<file path="config.mk">
export PLATFORM = sky130hd
export DESIGN_NAME = byte_op_execute_subset
export DESIGN_NICKNAME = d
export VERILOG_FILES = /design/src/byte_op_pkg.sv /design/src/byte_op_execute_subset.sv
export SDC_FILE = /design/constraint.sdc
export NUM_CORES = 1
export LEC_CHECK = 0
export ABC_CLOCK_PERIOD_IN_PS = 2450
export BUFFER_PORTS_ARGS = -buffer_cell sky130_fd_sc_hd__buf_2
export CAP_MARGIN = 20
export CORE_MARGIN = 4
export CORE_UTILIZATION = 40
export CTS_BUF_LIST = sky130_fd_sc_hd__clkbuf_4
export CTS_CLUSTER_SIZE = 25
export DETAILED_ROUTE_END_ITERATION = 8
export PLACE_DENSITY = 0.7
export REMOVE_ABC_BUFFERS = 1
export SYNTH_ARGS = -nofsm -noshare
export SYNTH_HDL_FRONTEND = slang
export SYNTH_SLANG_ARGS = --single-unit
</file>
<file path="constraint.sdc">
create_clock -name clk -period 2.45 [get_ports clk]
set_clock_uncertainty 0.05 [all_clocks]
set_input_delay 0.3675 -clock clk [delete_from_list [all_inputs] [get_ports clk]]
set_output_delay 0.3675 -clock clk [all_outputs]
set_load 0.05 [all_outputs]
</file>
<file path="src/byte_op_pkg.sv">
// Constants and types for the byte-operation execute datapath.
// Assumes the instruction decoder presents one operation per instruction cycle.
// Operation
// [RQ1] Decrement-and-skip writes file minus one to the accumulator when the destination bit is 0, else to the file.
// [RQ2] A zero decrement result turns the next instruction into an idle operation.
// [RQ3] Increment-and-skip writes file plus one per the destination bit and leaves the flags alone.
// [RQ4] A zero increment result turns the next instruction into an idle operation.
// [RQ5] Byte operations take a 7-bit file address (0 to 127) and a one-bit destination select.
// [RQ6] OR-with-literal ORs the accumulator with an 8-bit literal into the accumulator and updates the null flag.
// [RQ7] OR-with-file ORs accumulator and file into the selected destination and updates the null flag.
// [RQ8] Load-literal places the literal in the accumulator with no flag change.
// [RQ9] Store-accumulator copies the accumulator into the addressed file with no flag change.
// [RQ10] The null flag is set when the updating result is zero and cleared otherwise.
package byte_op_pkg;
	localparam int DATA_W = 8;
	localparam int ADDR_W = 7;
	localparam logic [DATA_W-1:0] ACC_RESET = 8'h00;
	localparam logic [DATA_W-1:0] ONE = 8'h01;
	localparam logic DEST_ACC = 1'b0;
	localparam logic DEST_FILE = 1'b1;

	typedef enum logic [2:0] {
		OP_NONE,
		OP_DEC_SKIP,
		OP_INC_SKIP,
		OP_OR_LIT,
		OP_OR_FILE,
		OP_LOAD_LIT,
		OP_STORE_ACC
	} op_t;
endpackage

</file>
<file path="src/byte_op_execute_subset.sv">
// Execute datapath for a subset of byte and literal operations.
// Assumes the file bank is outside: file data arrives combinationally for fileAddr,
// and a file write is requested through fileWe/fileWaddr/fileWdata one cycle later.
`timescale 1ns/1ps
`default_nettype none
module byte_op_execute_subset
	import byte_op_pkg::*;
(
	input  wire logic                       clk,
	input  wire logic                       arst_n,
	input  wire logic                       ce,
	input  wire logic                       opValid,
	input  wire byte_op_pkg::op_t           op,
	input  wire logic [byte_op_pkg::ADDR_W-1:0] fileAddr,
	input  wire logic                       dest,
	input  wire logic [byte_op_pkg::DATA_W-1:0] literal,
	input  wire logic [byte_op_pkg::DATA_W-1:0] fileRdata,
	output logic [byte_op_pkg::DATA_W-1:0]  acc,
	output logic                            nullFlag,
	output logic                            fileWe,
	output logic [byte_op_pkg::ADDR_W-1:0]  fileWaddr,
	output logic [byte_op_pkg::DATA_W-1:0]  fileWdata,
	output logic                            skipNext,
	output logic                            idleOp
);
	logic rstMeta;
	logic rstSync;
	logic [DATA_W-1:0] result;
	logic useDest;
	logic setsNull;
	logic isSkipOp;
	logic doOp;

	always_ff @(posedge clk or negedge arst_n) begin
		if (!arst_n) begin
			rstMeta <= 1'b0;
			rstSync <= 1'b0;
		end else begin
			rstMeta <= 1'b1;
			rstSync <= rstMeta;
		end
	end

	// An idle slot executes nothing, which is how the skip takes effect
	assign doOp = ce && opValid && !skipNext;

	always_comb begin
		result = ACC_RESET;
		useDest = 1'b0;
		setsNull = 1'b0;
		isSkipOp = 1'b0;
		unique case (op)
			// [RQ1] decrement to dest
			OP_DEC_SKIP: begin
				result = fileRdata - ONE;
				useDest = 1'b1;
				isSkipOp = 1'b1;
			end
			// [RQ3] increment, no flags
			OP_INC_SKIP: begin
				result = fileRdata + ONE;
				useDest = 1'b1;
				isSkipOp = 1'b1;
			end
			// [RQ6] OR literal
			OP_OR_LIT: begin
				result = acc | literal;
				setsNull = 1'b1;
			end
			// [RQ7] OR file to dest
			OP_OR_FILE: begin
				result = acc | fileRdata;
				useDest = 1'b1;
				setsNull = 1'b1;
			end
			// [RQ8] literal as given
			OP_LOAD_LIT: result = literal;
			// [RQ9] accumulator to file
			OP_STORE_ACC: result = acc;
			OP_NONE: result = ACC_RESET;
			// Spare code 7 executes as nothing
			default: result = ACC_RESET;
		endcase
	end

	// Accumulator update
	always_ff @(posedge clk or negedge arst_n) begin
		if (!arst_n) begin
			acc <= ACC_RESET;
		end else if (!rstSync) begin
			acc <= ACC_RESET;
		end else if (doOp) begin
			if ((useDest && dest == DEST_ACC) || op == OP_OR_LIT || op == OP_LOAD_LIT) begin
				acc <= result;
			end
		end
	end

	// File write request; [RQ5] 7-bit address and one destination bit
	always_ff @(posedge clk or negedge arst_n) begin
		if (!arst_n) begin
			fileWe <= 1'b0;
			fileWaddr <= '0;
			fileWdata <= ACC_RESET;
		end else if (!rstSync) begin
			fileWe <= 1'b0;
		end else if (ce) begin
			fileWe <= doOp && ((useDest && dest == DEST_FILE) || op == OP_STORE_ACC);
			fileWaddr <= fileAddr;
			fileWdata <= result;
		end
	end

	// [RQ10] null flag from result
	always_ff @(posedge clk or negedge arst_n) begin
		if (!arst_n) begin
			nullFlag <= 1'b0;
		end else if (!rstSync) begin
			nullFlag <= 1'b0;
		end else if (doOp && setsNull) begin
			nullFlag <= (result == ACC_RESET);
		end
	end

	// [RQ2] [RQ4] zero result idles next
	always_ff @(posedge clk or negedge arst_n) begin
		if (!arst_n) begin
			skipNext <= 1'b0;
			idleOp <= 1'b0;
		end else if (!rstSync) begin
			skipNext <= 1'b0;
			idleOp <= 1'b0;
		end else if (ce) begin
			skipNext <= doOp && isSkipOp && (result == ACC_RESET);
			idleOp <= skipNext && opValid;
		end
	end

	// [RQ2] zero decrement skips
	AST_DEC_SKIP: assert property (@(posedge clk) disable iff (!rstSync)
		(doOp && op == OP_DEC_SKIP && fileRdata == ONE) |=> skipNext)
		else $error("decrement to zero did not skip");
	// [RQ4] zero increment skips
	AST_INC_SKIP: assert property (@(posedge clk) disable iff (!rstSync)
		(doOp && op == OP_INC_SKIP && fileRdata == 8'hff) |=> skipNext)
		else $error("increment to zero did not skip");
	// [RQ2] nonzero no skip
	AST_NO_SKIP: assert property (@(posedge clk) disable iff (!rstSync)
		(ce && !(doOp && isSkipOp && result == ACC_RESET)) |=> !skipNext)
		else $error("skip without zero result");
	// [RQ1] decrement to file
	AST_DEC_FILE: assert property (@(posedge clk) disable iff (!rstSync)
		(doOp && op == OP_DEC_SKIP && dest == DEST_FILE) |=>
		(fileWe && fileWdata == $past(fileRdata) - ONE && acc == $past(acc)))
		else $error("decrement to file wrong");
	// [RQ3] increment keeps flag
	AST_INC_FLAG: assert property (@(posedge clk) disable iff (!rstSync)
		(doOp && op == OP_INC_SKIP && dest == DEST_ACC) |=>
		(acc == $past(fileRdata) + ONE && $stable(nullFlag)))
		else $error("increment wrong or flag touched");
	// [RQ6] OR literal
	AST_OR_LIT: assert property (@(posedge clk) disable iff (!rstSync)
		(doOp && op == OP_OR_LIT) |=> (acc == ($past(acc) | $past(literal))))
		else $error("or literal result wrong");
	// [RQ7] OR file to file
	AST_OR_FILE: assert property (@(posedge clk) disable iff (!rstSync)
		(doOp && op == OP_OR_FILE && dest == DEST_FILE) |=>
		(fileWe && fileWdata == ($past(acc) | $past(fileRdata))))
		else $error("or file result wrong");
	// [RQ8] load literal
	AST_LOAD: assert property (@(posedge clk) disable iff (!rstSync)
		(doOp && op == OP_LOAD_LIT) |=> (acc == $past(literal) && $stable(nullFlag)))
		else $error("load literal wrong");
	// [RQ9] store accumulator
	AST_STORE: assert property (@(posedge clk) disable iff (!rstSync)
		(doOp && op == OP_STORE_ACC) |=>
		(fileWe && fileWdata == $past(acc) && fileWaddr == $past(fileAddr) && $stable(nullFlag)))
		else $error("store accumulator wrong");
	// [RQ10] null flag value
	AST_NULL: assert property (@(posedge clk) disable iff (!rstSync)
		(doOp && setsNull) |=>
		(nullFlag == (fileWe ? (fileWdata == ACC_RESET) : (acc == ACC_RESET))))
		else $error("null flag wrong");
	// [RQ5] write address follows
	AST_ADDR: assert property (@(posedge clk) disable iff (!rstSync)
		(doOp && useDest && dest == DEST_FILE) |=> (fileWaddr == $past(fileAddr)))
		else $error("file address lost");
	// Clock enable low holds acc, nullFlag, fileWe, fileWdata, skipNext and idleOp
	AST_CE_FREEZE: assert property (@(posedge clk) disable iff (!rstSync)
		!ce |=> ($stable(acc) && $stable(nullFlag) && $stable(fileWe) && $stable(skipNext)
		&& $stable(idleOp) && $stable(fileWdata)))
		else $error("state moved while clock enable low");
	// [RQ2] skipped op discarded
	AST_SKIP_DISCARD: assert property (@(posedge clk) disable iff (!rstSync)
		(ce && skipNext) |=>
		(acc == $past(acc) && !fileWe && $stable(nullFlag) && !skipNext))
		else $error("skipped operation took effect");
	// [RQ4] discarded op reported
	AST_IDLE: assert property (@(posedge clk) disable iff (!rstSync)
		(ce && skipNext && opValid) |=> idleOp)
		else $error("idle slot not reported");
	// [RQ2] no idle without skip
	AST_NO_IDLE: assert property (@(posedge clk) disable iff (!rstSync)
		(ce && !skipNext) |=> !idleOp)
		else $error("idle reported without skip");
	// [RQ1] decrement to accumulator
	AST_DEC_ACC: assert property (@(posedge clk) disable iff (!rstSync)
		(doOp && op == OP_DEC_SKIP && dest == DEST_ACC) |=>
		(acc == $past(fileRdata) - ONE && !fileWe && $stable(nullFlag)))
		else $error("decrement to accumulator wrong");
	// [RQ3] increment to file
	AST_INC_FILE: assert property (@(posedge clk) disable iff (!rstSync)
		(doOp && op == OP_INC_SKIP && dest == DEST_FILE) |=>
		(fileWe && fileWdata == $past(fileRdata) + ONE && acc == $past(acc) && $stable(nullFlag)))
		else $error("increment to file wrong");
	// [RQ7] OR file to accumulator
	AST_OR_ACC: assert property (@(posedge clk) disable iff (!rstSync)
		(doOp && op == OP_OR_FILE && dest == DEST_ACC) |=>
		(acc == ($past(acc) | $past(fileRdata)) && !fileWe))
		else $error("or file to accumulator wrong");
	// [RQ4] nonzero increment runs next
	AST_INC_NOSKIP: assert property (@(posedge clk) disable iff (!rstSync)
		(doOp && op == OP_INC_SKIP && fileRdata != 8'hff) |=> !skipNext)
		else $error("nonzero increment skipped");
	// [RQ2] nonzero decrement runs next
	AST_DEC_NOSKIP: assert property (@(posedge clk) disable iff (!rstSync)
		(doOp && op == OP_DEC_SKIP && fileRdata != ONE) |=> !skipNext)
		else $error("nonzero decrement skipped");
	// [RQ10] flag only moves on update
	AST_NULL_HOLD: assert property (@(posedge clk) disable iff (!rstSync)
		(ce && !(doOp && setsNull)) |=> $stable(nullFlag))
		else $error("null flag changed without update");
endmodule
`default_nettype wire

</file>
== Word level (Yosys, flattened, before mapping) ==
Cells that the tools add are included.
W data, S select, Z words.

* Flip-flop bits (word level): 29
* Memory bits (writable): 0
* Memories kept: 0
* Word-level logic and storage cells: 58
* Bits of input ports: 31
* Output and inout bits: 27
* Latch bits: 0
* ROM bits: 0

* Add/subtract/negate cells: 2
* Shift-type cells: 0
* Equal/unequal tests: 10
* Mux-type cells: 15
* Bitwise operators: 3
* Div/mod/pow operators: 0
* Multipliers: 0
* Magnitude comparators: 0
* Reductions and logical operators: 19

{| class="wikitable"
|+ Operators with widths
! cell !! number
|-
| $pmux W8 S6 || 1
|-
| $mux W8 || 3
|-
| $or A8 B8 Y8 || 2
|-
| $mux W1 || 11
|-
| $eq A3 B3 Y1 const B || 3
|-
| $logic_and A1 B1 Y1 || 9
|-
| $add A8 B1 Y8 const B || 1
|-
| $logic_not A8 Y1 || 1
|-
| $sub A8 B1 Y8 const B || 1
|-
| $eq A3 B2 Y1 const B || 2
|-
| $ne A2 B1 Y1 const B || 3
|-
| $reduce_and A2 Y1 || 2
|-
| $reduce_or A2 Y1 || 2
|-
| $eq A3 B1 Y1 const B || 1
|-
| $logic_or A1 B1 Y1 || 3
|-
| $reduce_or A3 Y1 || 1
|-
| $ne A2 B2 Y1 const B || 1
|-
| $logic_not A1 Y1 || 1
|-
| $not A1 Y1 || 1
|}

== Depth between registers and ports, before layout ==
Gate-level depths: netlist of run 1.

* Depth in word-level cells: 9
* Depth in mapped cells: 10
* Gate-level depth less buffers: 10

== Least setup slack after synthesis of run 1 ==
No wires, ideal clock.

* Path type: input -> register
* Start: input port op[1]
* End: register fileWdata[6] (netlist name)
* Slack: 0.220 ns
* Path buffers: 1
* Stages: 9
* Library setup time: 0.125 ns
* Arrival: 2.056 ns
* Path through: buf_6 -> nand2_2 -> inv_2 -> fa_1 -> nand2b_1 -> a211oi_1 -> nor4_2 -> nand3b_2 -> mux2_2

* Cells in the longest elaborated chain, start to end: 2
* Elaborated cells on any way between the ends: 7
* Those cells by class: eq/ne: 6; mux: 1

{| class="wikitable"
|+ RTL lines
! what !! RTL line !! source
|-
| start, declared || byte_op_execute_subset.sv:13 || <nowiki>input wire byte_op_pkg::op_t op,</nowiki>
|-
| $eq A3 B3 Y1, or another cell as far along || byte_op_execute_subset.sv:52 || <nowiki>unique case (op)</nowiki>
|-
| $pmux W8 S6 * || byte_op_execute_subset.sv:52 ||
|-
| end signal, assigned || byte_op_execute_subset.sv:110 || <nowiki>fileWdata <= result;</nowiki>
|-
| end, declared || byte_op_execute_subset.sv:22 || <nowiki>output logic [byte_op_pkg::DATA_W-1:0] fileWdata,</nowiki>
|}

Mark *: on every way between the ends. The rest lies on a longest branch, timed or not.
A chain may end at the register's enable or synchronous reset.

== Worst setup path in the final report of run 1 ==
* Start: input port op[0]
* End: register fileWdata[6] (netlist name)

Same word-level chain as after synthesis.

==> results of run 1 <==
[where the power goes]
group | leakage (nW) | switching [W] | internal, W
Clock | 0.0552 | 0.000169 | 0.000316
Sequential | 0.373 | 0.0000275 | 0.000526
Combinational | 0.770 | 0.000350 | 0.000181
Total | 1.20 | 0.000547 | 0.00102
[registers in the layout, summed over array words and instances, names as in the netlist]
signal,count
acc,8
fileWaddr,7
fileWdata,8
fileWe,1
idleOp,1
nullFlag,1
rstMeta,1
rstSync,1
skipNext,1
[area by class of cell]
class                   instances  area share (%)
inverters                       9            1.35
clock inverters                 3            2.60
clock buffers                   5            1.50
repair buffers                 73            16.2
flip-flops and latches         29            29.0
multi-input cells             159            46.0
well taps                      67            3.35
[routing by layer]
layer  up-vias  GRT usage, %
met4         0          4.37
li1        901             -
met2        46          25.9
met1       824          23.3
met3         7          4.01
met5         -             0
[cell usage after synthesis (all sizes together), types with 5 or more instances]
cell / number / area [um^2]
nor2: 19 / 71.3
nand2: 19 / 76.3
a211oi: 11 / 105
o21ai: 14 / 70.1
dfrtp: 29 / 726
o22ai: 5 / 31.3
ha: 6 / 75.1
mux2: 9 / 101
inv: 8 / 30.0
buf: 7 / 71.3
a21oi: 11 / 55.1
[worst max-delay path, cell delays in order]
cell      delay [ns]
buf_2           0.11
nor2_1          0.16
nand2_2         0.09
buf_4           0.16
ha_1            0.34
nor2_1          0.08
a211oi_1        0.31
buf_4           0.18
nor4_2          0.04
nand3b_2        0.25
mux2_2          0.29
[cell usage in the layout (no fill, tap or decap), types with 5 or more instances in the layout]
| cell | n |
|---|---|
| nor2_1 | 19 |
| o21ai_0 | 11 |
| nand2_1 | 17 |
| mux2_2 | 9 |
| dfrtp_1 | 29 |
| a21oi_1 | 11 |
| clkbuf_4 | 5 |
| inv_1 | 6 |
| o22ai_1 | 5 |
| ha_1 | 6 |
| buf_4 | 16 |
| a211oi_1 | 8 |
| buf_2 | 57 |
[how the worst max path moves through the flow]
stage	startpoint	end	slack [ns]	cells after the start
after global routing	op[0]	nullFlag	0.1	11
after global placement	op[0]	fileWdata[6]	-0.03	11
after floorplan	op[0]	nullFlag	0.23	9
final	op[0]	fileWdata[6]	0.23	11
after detailed placement	op[0]	fileWdata[6]	-0.05	11
after CTS	op[0]	fileWdata[6]	0.28	11
[cell families (layout without fill, tap and decap cells)]
| group | Yosys count | after routing |
|---|---|---|
| muxes | 13 | 13 |
| AOI/OAI and AO/OA | 64 | 64 |
| adders and majority gates | 7 | 7 |
| other | 1 | 1 |
| buffers and inverters | 18 | 90 |
| and+or+nand+nor | 69 | 69 |
| xor gates and xnor gates | 5 | 5 |
| DFF | 29 | 29 |
[per-stage QoR]
step                instance area [um^2]  instances  util [%]  power [W]  worst slack, ns
floorplan                           1910        197         -   0.000912            0.227
global placement                    2400        337      50.2    0.00109          -0.0350
detailed placement                  2400        337      50.2    0.00110          -0.0458
CTS                                 2500        345      52.3    0.00158            0.284
global route                        2500        345      52.3    0.00165           0.0983
finish                              2500        345      52.3    0.00157            0.232
==> run_results.csv, run 1 <==
group,metric,value,unit
timing,slew_headroom,54.2,%
logic_synthesis,synth_edf_count,0,
route,ant_nets,0,
logic_synthesis,synth_top_family_by_area,"compound AO/OA/AOI/OAI gates",
critical_path,reg2reg_from,"skipNext",
global_routing,track_usage,16.7,%
timing,hold_viol,0,
place,post-dp-hpwl,3.91,mm
logic_synthesis,synth_area,1990,um^2
logic_synthesis,synthSimpleGateAreaFrac,19.7,%
global_routing,grt.overflow.total,0,
timing,tightest_slew,0.685,ns
logic_synthesis,syn_area_per_cell,9.68,um^2
cells_and_area,finalNetCount,315,
critical_path,ff2ff_path_depth,6,
place,port_buffers,57,
route,drt_iter0_drc,81,
route,top_layer,"met4",
cells_and_area,regArea,726,um^2
status,status,"finished clean",
global_routing,grt_start_max_net_pins,30,
global_routing,grt_pass1_wl,8.20,mm
critical_path,required,2.60,ns
logic_synthesis,ys.flop_type,"dfrtp_1",
logic_synthesis,ys_seq_area_share,36.4,%
die,core.rowCount,25,
place,place_congestion,0.865,
route,wirelength,5.01,mm
die,die_area,6180,um^2
cts,cts_buffers,5,
cells_and_area,multiInputGateArea,1150,um^2
route,met3_length,245,um
critical_path,reg2reg_slack,0.67,ns
cts,cts_root_buffer,"clkbuf_4",
route,num_vias,1778,
critical_path,reg2reg_to,"acc[4]",
timing,whs,0.00236,ns
cells_and_area,area.growth.synth_to_final,25.5,%
timing,fin_setup_tns,0,ns
cts,cts-resized-gates,0,
power_and_ir_drop,power_density,627,nW/um^2
logic_synthesis,async_flop_share,100,%
timing,period_minus_slack,2.22,ns
cts,clock_latency,0.32,ns
critical_path,worstSetupStartpointType,"input pin",
logic_synthesis,yosysWarnings,0,
timing,fin_crit_sh,90.5,%
critical_path,critPathMaxFanout,5,
global_routing,grt_pass1_vias,1755,
cts,post_cts_buffers,0,
logic_synthesis,netlist_instances,206,
timing,rsz0062_at_grt,"no",
logic_synthesis,synthAdderAreaFrac,4.77,%
cts,cts_tree,"built",
route,met2_wirelength,2.37,mm
logic_synthesis,ys_ff_latch,29,
logic_synthesis,synth-xor-area-share,3.14,%
route,drt_pre_antenna_iters,4,
critical_path,crit_type,"input pin to flop",
die,core,4790,um^2
cells_and_area,n_antenna_cell,0,
logic_synthesis,synth_mux_area_share,7.09,%
timing,setup_viol,0,
cells_and_area,drive_gt1_share,40.3,%
route,wl_per_cell,14.5,um
timing,slew_violations,0,
route,wl_met1,2.35,mm
timing,fmax,451,MHz
die,die_w,78.6,um
cts,ctsHoldBuffers,0,
logic_synthesis,ys_types,60,
worst_hold_path,min_path_type,"input pin to asynchronous set/reset pin",
power_and_ir_drop,max-vdd-ir-drop,443,uV
die,start_util,41.7,%
logic_synthesis,synth_compound_area_share,22.9,%
flow_run,max_cap_viol_count,0,
cells_and_area,fillerInstances,454,
die,die-height,78.6,um
cts,path_clk_slew,0.10,ns
power_and_ir_drop,cellLeakagePower,1.20,nW
global_routing,grt_antenna_before_repair,0,
cts,clk_path_buf_depth,2,
cts,cts_sinks,29,
route,via_per_inst,5.15,
route,route.detailed.drc,0,
cts,htreeDepth,2,
critical_path,end_kind,"flop",
die,ioPinCount,58,
critical_path,cp_data_arrival_time,2.37,ns
Power figures use the tool's default switching activity.
==> inputs of run 2 (changes only) <==
--- a/config.mk
+++ b/config.mk
@@ -9,11 +9,11 @@
 export BUFFER_PORTS_ARGS = -buffer_cell sky130_fd_sc_hd__buf_2
 export CAP_MARGIN = 20
 export CORE_MARGIN = 4
-export CORE_UTILIZATION = 40
+export CORE_UTILIZATION = 35
 export CTS_BUF_LIST = sky130_fd_sc_hd__clkbuf_4
 export CTS_CLUSTER_SIZE = 25
 export DETAILED_ROUTE_END_ITERATION = 8
-export PLACE_DENSITY = 0.7
+export PLACE_DENSITY = 0.64
 export REMOVE_ABC_BUFFERS = 1
 export SYNTH_ARGS = -nofsm -noshare
 export SYNTH_HDL_FRONTEND = slang
==> run 2 against run 1 <==
Effect of this change:
- worst setup slack improved by 0.069 ns
- total power decreased by 13%
- the run now ends with negative hold slack left
- routed wire length increased by 1.6%
==> run_results.csv, run 2 (synthesis gave the netlist of run 1 again) <==
group,metric,value,unit
route,route.detailed.drc,0,
timing,slew_violations,0,
cts,clk_path_buf_depth,2,
worst_hold_path,min_path_type,"input pin to asynchronous set/reset pin",
power_and_ir_drop,max-vdd-ir-drop,399,uV
place,port_buffers,57,
timing,tightest_slew,0.636,ns
global_routing,grt_antenna_before_repair,0,
timing,setup_viol,0,
global_routing,grt.overflow.total,0,
critical_path,required,2.65,ns
cells_and_area,finalNonFillerCells,354,
cells_and_area,drive_gt1_share,40.4,%
timing,period_minus_slack,2.15,ns
timing,setup_ws,0.301,ns
status,status,"finished with violations",
cts,cts_buffers,5,
cts,cts_root_buffer,"clkbuf_4",
cells_and_area,n_antenna_cell,0,
timing,hold_viol,6,
cts,cts-resized-gates,0,
critical_path,worstSetupStartpointType,"input pin",
critical_path,crit_type,"input pin to flop",
route,num_vias,1838,
timing,rsz0062_at_grt,"no",
cts,clock_latency,0.33,ns
route,wl_per_cell,14.4,um
die,die_w,83.5,um
critical_path,ff2ff_path_depth,6,
timing,slew_headroom,57.6,%
power_and_ir_drop,cellLeakagePower,1.19,nW
critical_path,cp_data_arrival_time,2.35,ns
global_routing,grt_pass1_vias,1863,
cells_and_area,finalNetCount,319,
place,pre_cts_ws,-0.0465,ns
die,core.rowCount,27,
timing,fin_crit_sh,87.7,%
cts,cts_sinks,29,
global_routing,grt_start_max_net_pins,30,
route,drt_pre_antenna_iters,4,
cells_and_area,final_cell_mix,"buf_2 (57), dfrtp_1 (29), buf_4 (20)",
route,via_per_inst,5.19,
cts,path_clk_slew,0.10,ns
cts,ctsHoldBuffers,0,
place,post-dp-hpwl,4.00,mm
cells_and_area,final_common_cell,"buf_2",
global_routing,track_usage,15.5,%
cts,cts_tree,"built",
die,die-height,83.5,um
status,violations,"negative hold slack",
power_and_ir_drop,power,0.00137,W
power_and_ir_drop,power_density,549,nW/um^2
cells_and_area,area.growth.synth_to_final,24.7,%
place,place_congestion,0.902,
cts,htreeDepth,2,
timing,whs,-0.00504,ns
route,wirelength,5.09,mm
die,start_util,36.2,%
critical_path,end_kind,"flop",
critical_path,critPathMaxFanout,5,
die,core,5510,um^2
critical_path,reg2reg_from,"skipNext",
die,die_area,6970,um^2
critical_path,reg2reg_slack,0.54,ns
flow_run,max_cap_viol_count,0,
timing,fin_setup_tns,0,ns
place,dp.cells,346,
die,ioPinCount,58,
cts,post_cts_buffers,0,
critical_path,reg2reg_to,"acc[2]",
global_routing,grt_pass1_wl,8.85,mm
cells_and_area,reg.largest.list,"acc x8, fileWdata x8, fileWaddr x7",
route,drt_iter0_drc,107,
timing,fmax,465,MHz
route,ant_nets,0,
## run 2: cell count changes in the layout (fill, tap and decap cells not counted)
cell       change
buf_4          +4
bufinv_16      -2
clkinv_1       +2
## run 2: worst max-delay path by stage
stage / from / depth (start not counted) / end
after detailed placement: op[0] / 11 / skipNext
after floorplan: op[0] / 9 / nullFlag
after CTS: op[0] / 11 / skipNext
final: op[0] / 11 / skipNext
after global placement: op[0] / 11 / fileWdata[6]
after global routing: op[0] / 11 / skipNext
## run 2: routing by layer
metal  vias up  routed length, um  track usage, %
met5         -                  0               0
met3         7                293            3.55
met4         0                 88            5.12
met2        56               2420            26.0
li1        903                  -               -
met1       872               2280            19.5
## run 2: through the flow
stage	area, um^2	utilization, %
after floorplan	1910	-
after global placement	2440	44.3
after detailed placement	2440	44.3
after CTS	2490	45.2
after global routing	2490	45.2
final	2490	45.2
## run 2: area by class of cell
cell class | instances | area [um^2]
fillers | 545 | 3020
clock inverters | 3 | 12.5
clock buffers | 5 | 37.5
repair buffers | 77 | 435
flip-flops and latches | 29 | 726
inverters | 9 | 33.8
multi-input cells | 159 | 1150
well taps | 72 | 90.1
## run 2: worst max-delay path, stage by stage
cell      delay (ns)
buf_2           0.10
nor2_1          0.16
nand2_2         0.12
buf_4           0.16
ha_1            0.31
a21o_1          0.17
a31oi_1         0.20
a211oi_1        0.12
nor3b_2         0.30
nand4_1         0.13
o31ai_1         0.19
## run 2: where the power goes
group	switching (W)	internal, W
clock network	0.000171	0.000104
logic	0.000351	0.000186
registers	0.0000289	0.000526
==> inputs of run 3 (changes only) <==
--- a/config.mk
+++ b/config.mk
@@ -9,11 +9,11 @@
 export BUFFER_PORTS_ARGS = -buffer_cell sky130_fd_sc_hd__buf_2
 export CAP_MARGIN = 20
 export CORE_MARGIN = 4
-export CORE_UTILIZATION = 35
+export CORE_UTILIZATION = 55
 export CTS_BUF_LIST = sky130_fd_sc_hd__clkbuf_4
 export CTS_CLUSTER_SIZE = 25
 export DETAILED_ROUTE_END_ITERATION = 8
-export PLACE_DENSITY = 0.64
+export PLACE_DENSITY = 0.9
 export REMOVE_ABC_BUFFERS = 1
 export SYNTH_ARGS = -nofsm -noshare
 export SYNTH_HDL_FRONTEND = slang
==> run 3 against run 2 <==
Effect of this change:
- the flow now finishes without violations
- die area decreased by 33%
- total power barely moved
- routed wire length down 3.5%
- worst setup slack worse by 0.068 ns
- via count decreased by 1.1%
- sequential share of layout area up 0.88 points
- non-clock buffer count fell by 6
- sequential cell count is the same
- register-to-register slack gained 0.08 ns
- hold slack better by 0.0053 ns
- critical endpoint unchanged
- largest power group unchanged
==> run_results.csv, run 3 (synthesis gave the netlist of run 1 again) <==
group,metric,value,unit
status,status,"finished clean",
timing,fmax,451,MHz
route,ant_nets,0,
timing,fin_crit_sh,90.5,%
cells_and_area,finalNonFillerCells,322,
critical_path,cp_data_arrival_time,2.38,ns
route,met3_length,399,um
power_and_ir_drop,swShare,39.8,%
cells_and_area,final_common_cell,"buf_2",
cts,clk_path_buf_depth,2,
power_and_ir_drop,power_frac_seq,40.7,%
critical_path,worstSetupStartpointType,"input pin",
power_and_ir_drop,power.switching,0.000543,W
timing,slew_headroom,52.4,%
place,dp.cells,314,
global_routing,track_usage,22.5,%
global_routing,grt_start_max_net_pins,30,
cts,cts_root_buffer,"clkbuf_4",
timing,rsz0062_at_grt,"no",
cells_and_area,drive_gt1_share,39.9,%
global_routing,grt_pass1_vias,1704,
route,drt_pre_antenna_iters,4,
route,wirelength,4.91,mm
power_and_ir_drop,p_int,0.000822,W
cells_and_area,n_antenna_cell,0,
critical_path,crit_type,"input pin to flop",
power_and_ir_drop,max-vdd-ir-drop,601,uV
power_and_ir_drop,power_frac_clock,20.8,%
global_routing,grt_antenna_before_repair,0,
timing,hold_viol,0,
power_and_ir_drop,combPwrFrac,38.6,%
cts,clock_latency,0.33,ns
die,start_util,58.4,%
cts,cts_tree,"built",
route,num_vias,1818,
die,die_w,68.2,um
place,place_congestion,0.963,
timing,setup_viol,0,
route,via_per_inst,5.65,
critical_path,critPathMaxFanout,5,
critical_path,required,2.62,ns
cts,ctsHoldBuffers,0,
flow_run,max_cap_viol_count,0,
timing,fin_setup_tns,0,ns
power_and_ir_drop,cellLeakagePower,1.17,nW
global_routing,grt_pass1_wl,7.83,mm
route,wl_per_cell,15.2,um
worst_hold_path,min_path_type,"input pin to asynchronous set/reset pin",
route,top_layer,"met4",
route,drt_iter0_drc,111,
place,post-dp-hpwl,3.86,mm
die,die_area,4650,um^2
cts,cts-resized-gates,0,
timing,tightest_slew,0.713,ns
timing,slew_violations,0,
route,route.detailed.drc,0,
die,core,3420,um^2
cts,post_cts_buffers,0,
die,core.rowCount,21,
power_and_ir_drop,power_density,565,nW/um^2
die,die-height,68.2,um
cells_and_area,area.growth.synth_to_final,21.1,%
global_routing,grt.overflow.total,0,
die,ioPinCount,58,
cts,htreeDepth,2,
place,port_buffers,57,
timing,whs,0.000260,ns
route,wl_met1,2.17,mm
route,met2_wirelength,2.32,mm
timing,period_minus_slack,2.22,ns
cells_and_area,final_cell_mix,"buf_2 (57), dfrtp_1 (29), nor2_1 (19)",
cells_and_area,finalNetCount,313,
cells_and_area,fillerInstances,274,
cells_and_area,reg.largest.list,"acc x8, fileWdata x8, fileWaddr x7",
cts,path_clk_slew,0.09,ns
critical_path,end_kind,"flop",
power_and_ir_drop,power,0.00137,W
cts,cts_buffers,5,
cts,cts_sinks,29,
## run 3: changes by cell type in the layout (fill, tap and decap cells not counted)
cell,before,now
clkinv_1,3,1
clkbuf_4,5,6
clkinv_2,1,2
buf_4,20,14
## run 3: critical path, stage by stage
cell      delay (ns)
buf_2           0.10
nor2_1          0.17
nand2_2         0.11
buf_4           0.17
ha_1            0.32
a21o_1          0.18
a31oi_1         0.21
a211oi_1        0.12
nor3b_2         0.25
nand4_1         0.13
o31ai_1         0.26
## run 3: routing by layer
layer / track usage (%) / vias up
met5: 0 / -
met2: 34.8 / 70
li1: - / 898
met1: 32.0 / 848
met4: 5.21 / 0
met3: 5.25 / 2
## run 3: layout make-up
class | instances | area (um^2) | share of cell area, %
clock inverter | 2 | 10.0 | 0.415
multi-input combinational | 159 | 1150 | 47.7
timing repair buffer | 71 | 390 | 16.2
clock buffer | 6 | 45.0 | 1.87
tap | 46 | 57.6 | 2.38
sequential | 29 | 726 | 30.1
inverter | 9 | 33.8 | 1.40
## run 3: power by group through the flow
stage	Combinational [W]	Clock, W	Sequential, W
global placement	0.000517	0	0.000562
finish	0.000526	0.000283	0.000555
detailed placement	0.000528	0	0.000564
CTS	0.000528	0.000292	0.000555
floorplan	0.000187	0	0.000725
global route	0.000567	0.000314	0.000560
## run 3: final timing paths
check | startpoint | to | slack (ns) | depth (start not counted)
worst max-delay path | op[0] | skipNext | 0.23 | 11
worst min-delay path | arst_n | acc[7] | 0.0003 | 1
worst max register to register | acc[1] | skipNext | 0.62 | 6
worst min register to register | rstMeta | rstSync | 0.30 | 0
max in group asynchronous | arst_n | acc[1] | 1.93 | 1
min in group clk | fileAddr[2] | fileWaddr[2] | 0.22 | 2
## run 3: per-stage QoR
stage,util (%),setup slack [ns],instance area (um^2)
5_1_grt,70.7,0.0941,2410
4_1_cts,70.7,0.253,2410
2_1_floorplan,-,0.227,1910
6_report,70.7,0.233,2410
3_5_place_dp,69.1,-0.0911,2360
3_3_place_gp,69.1,0.0311,2360
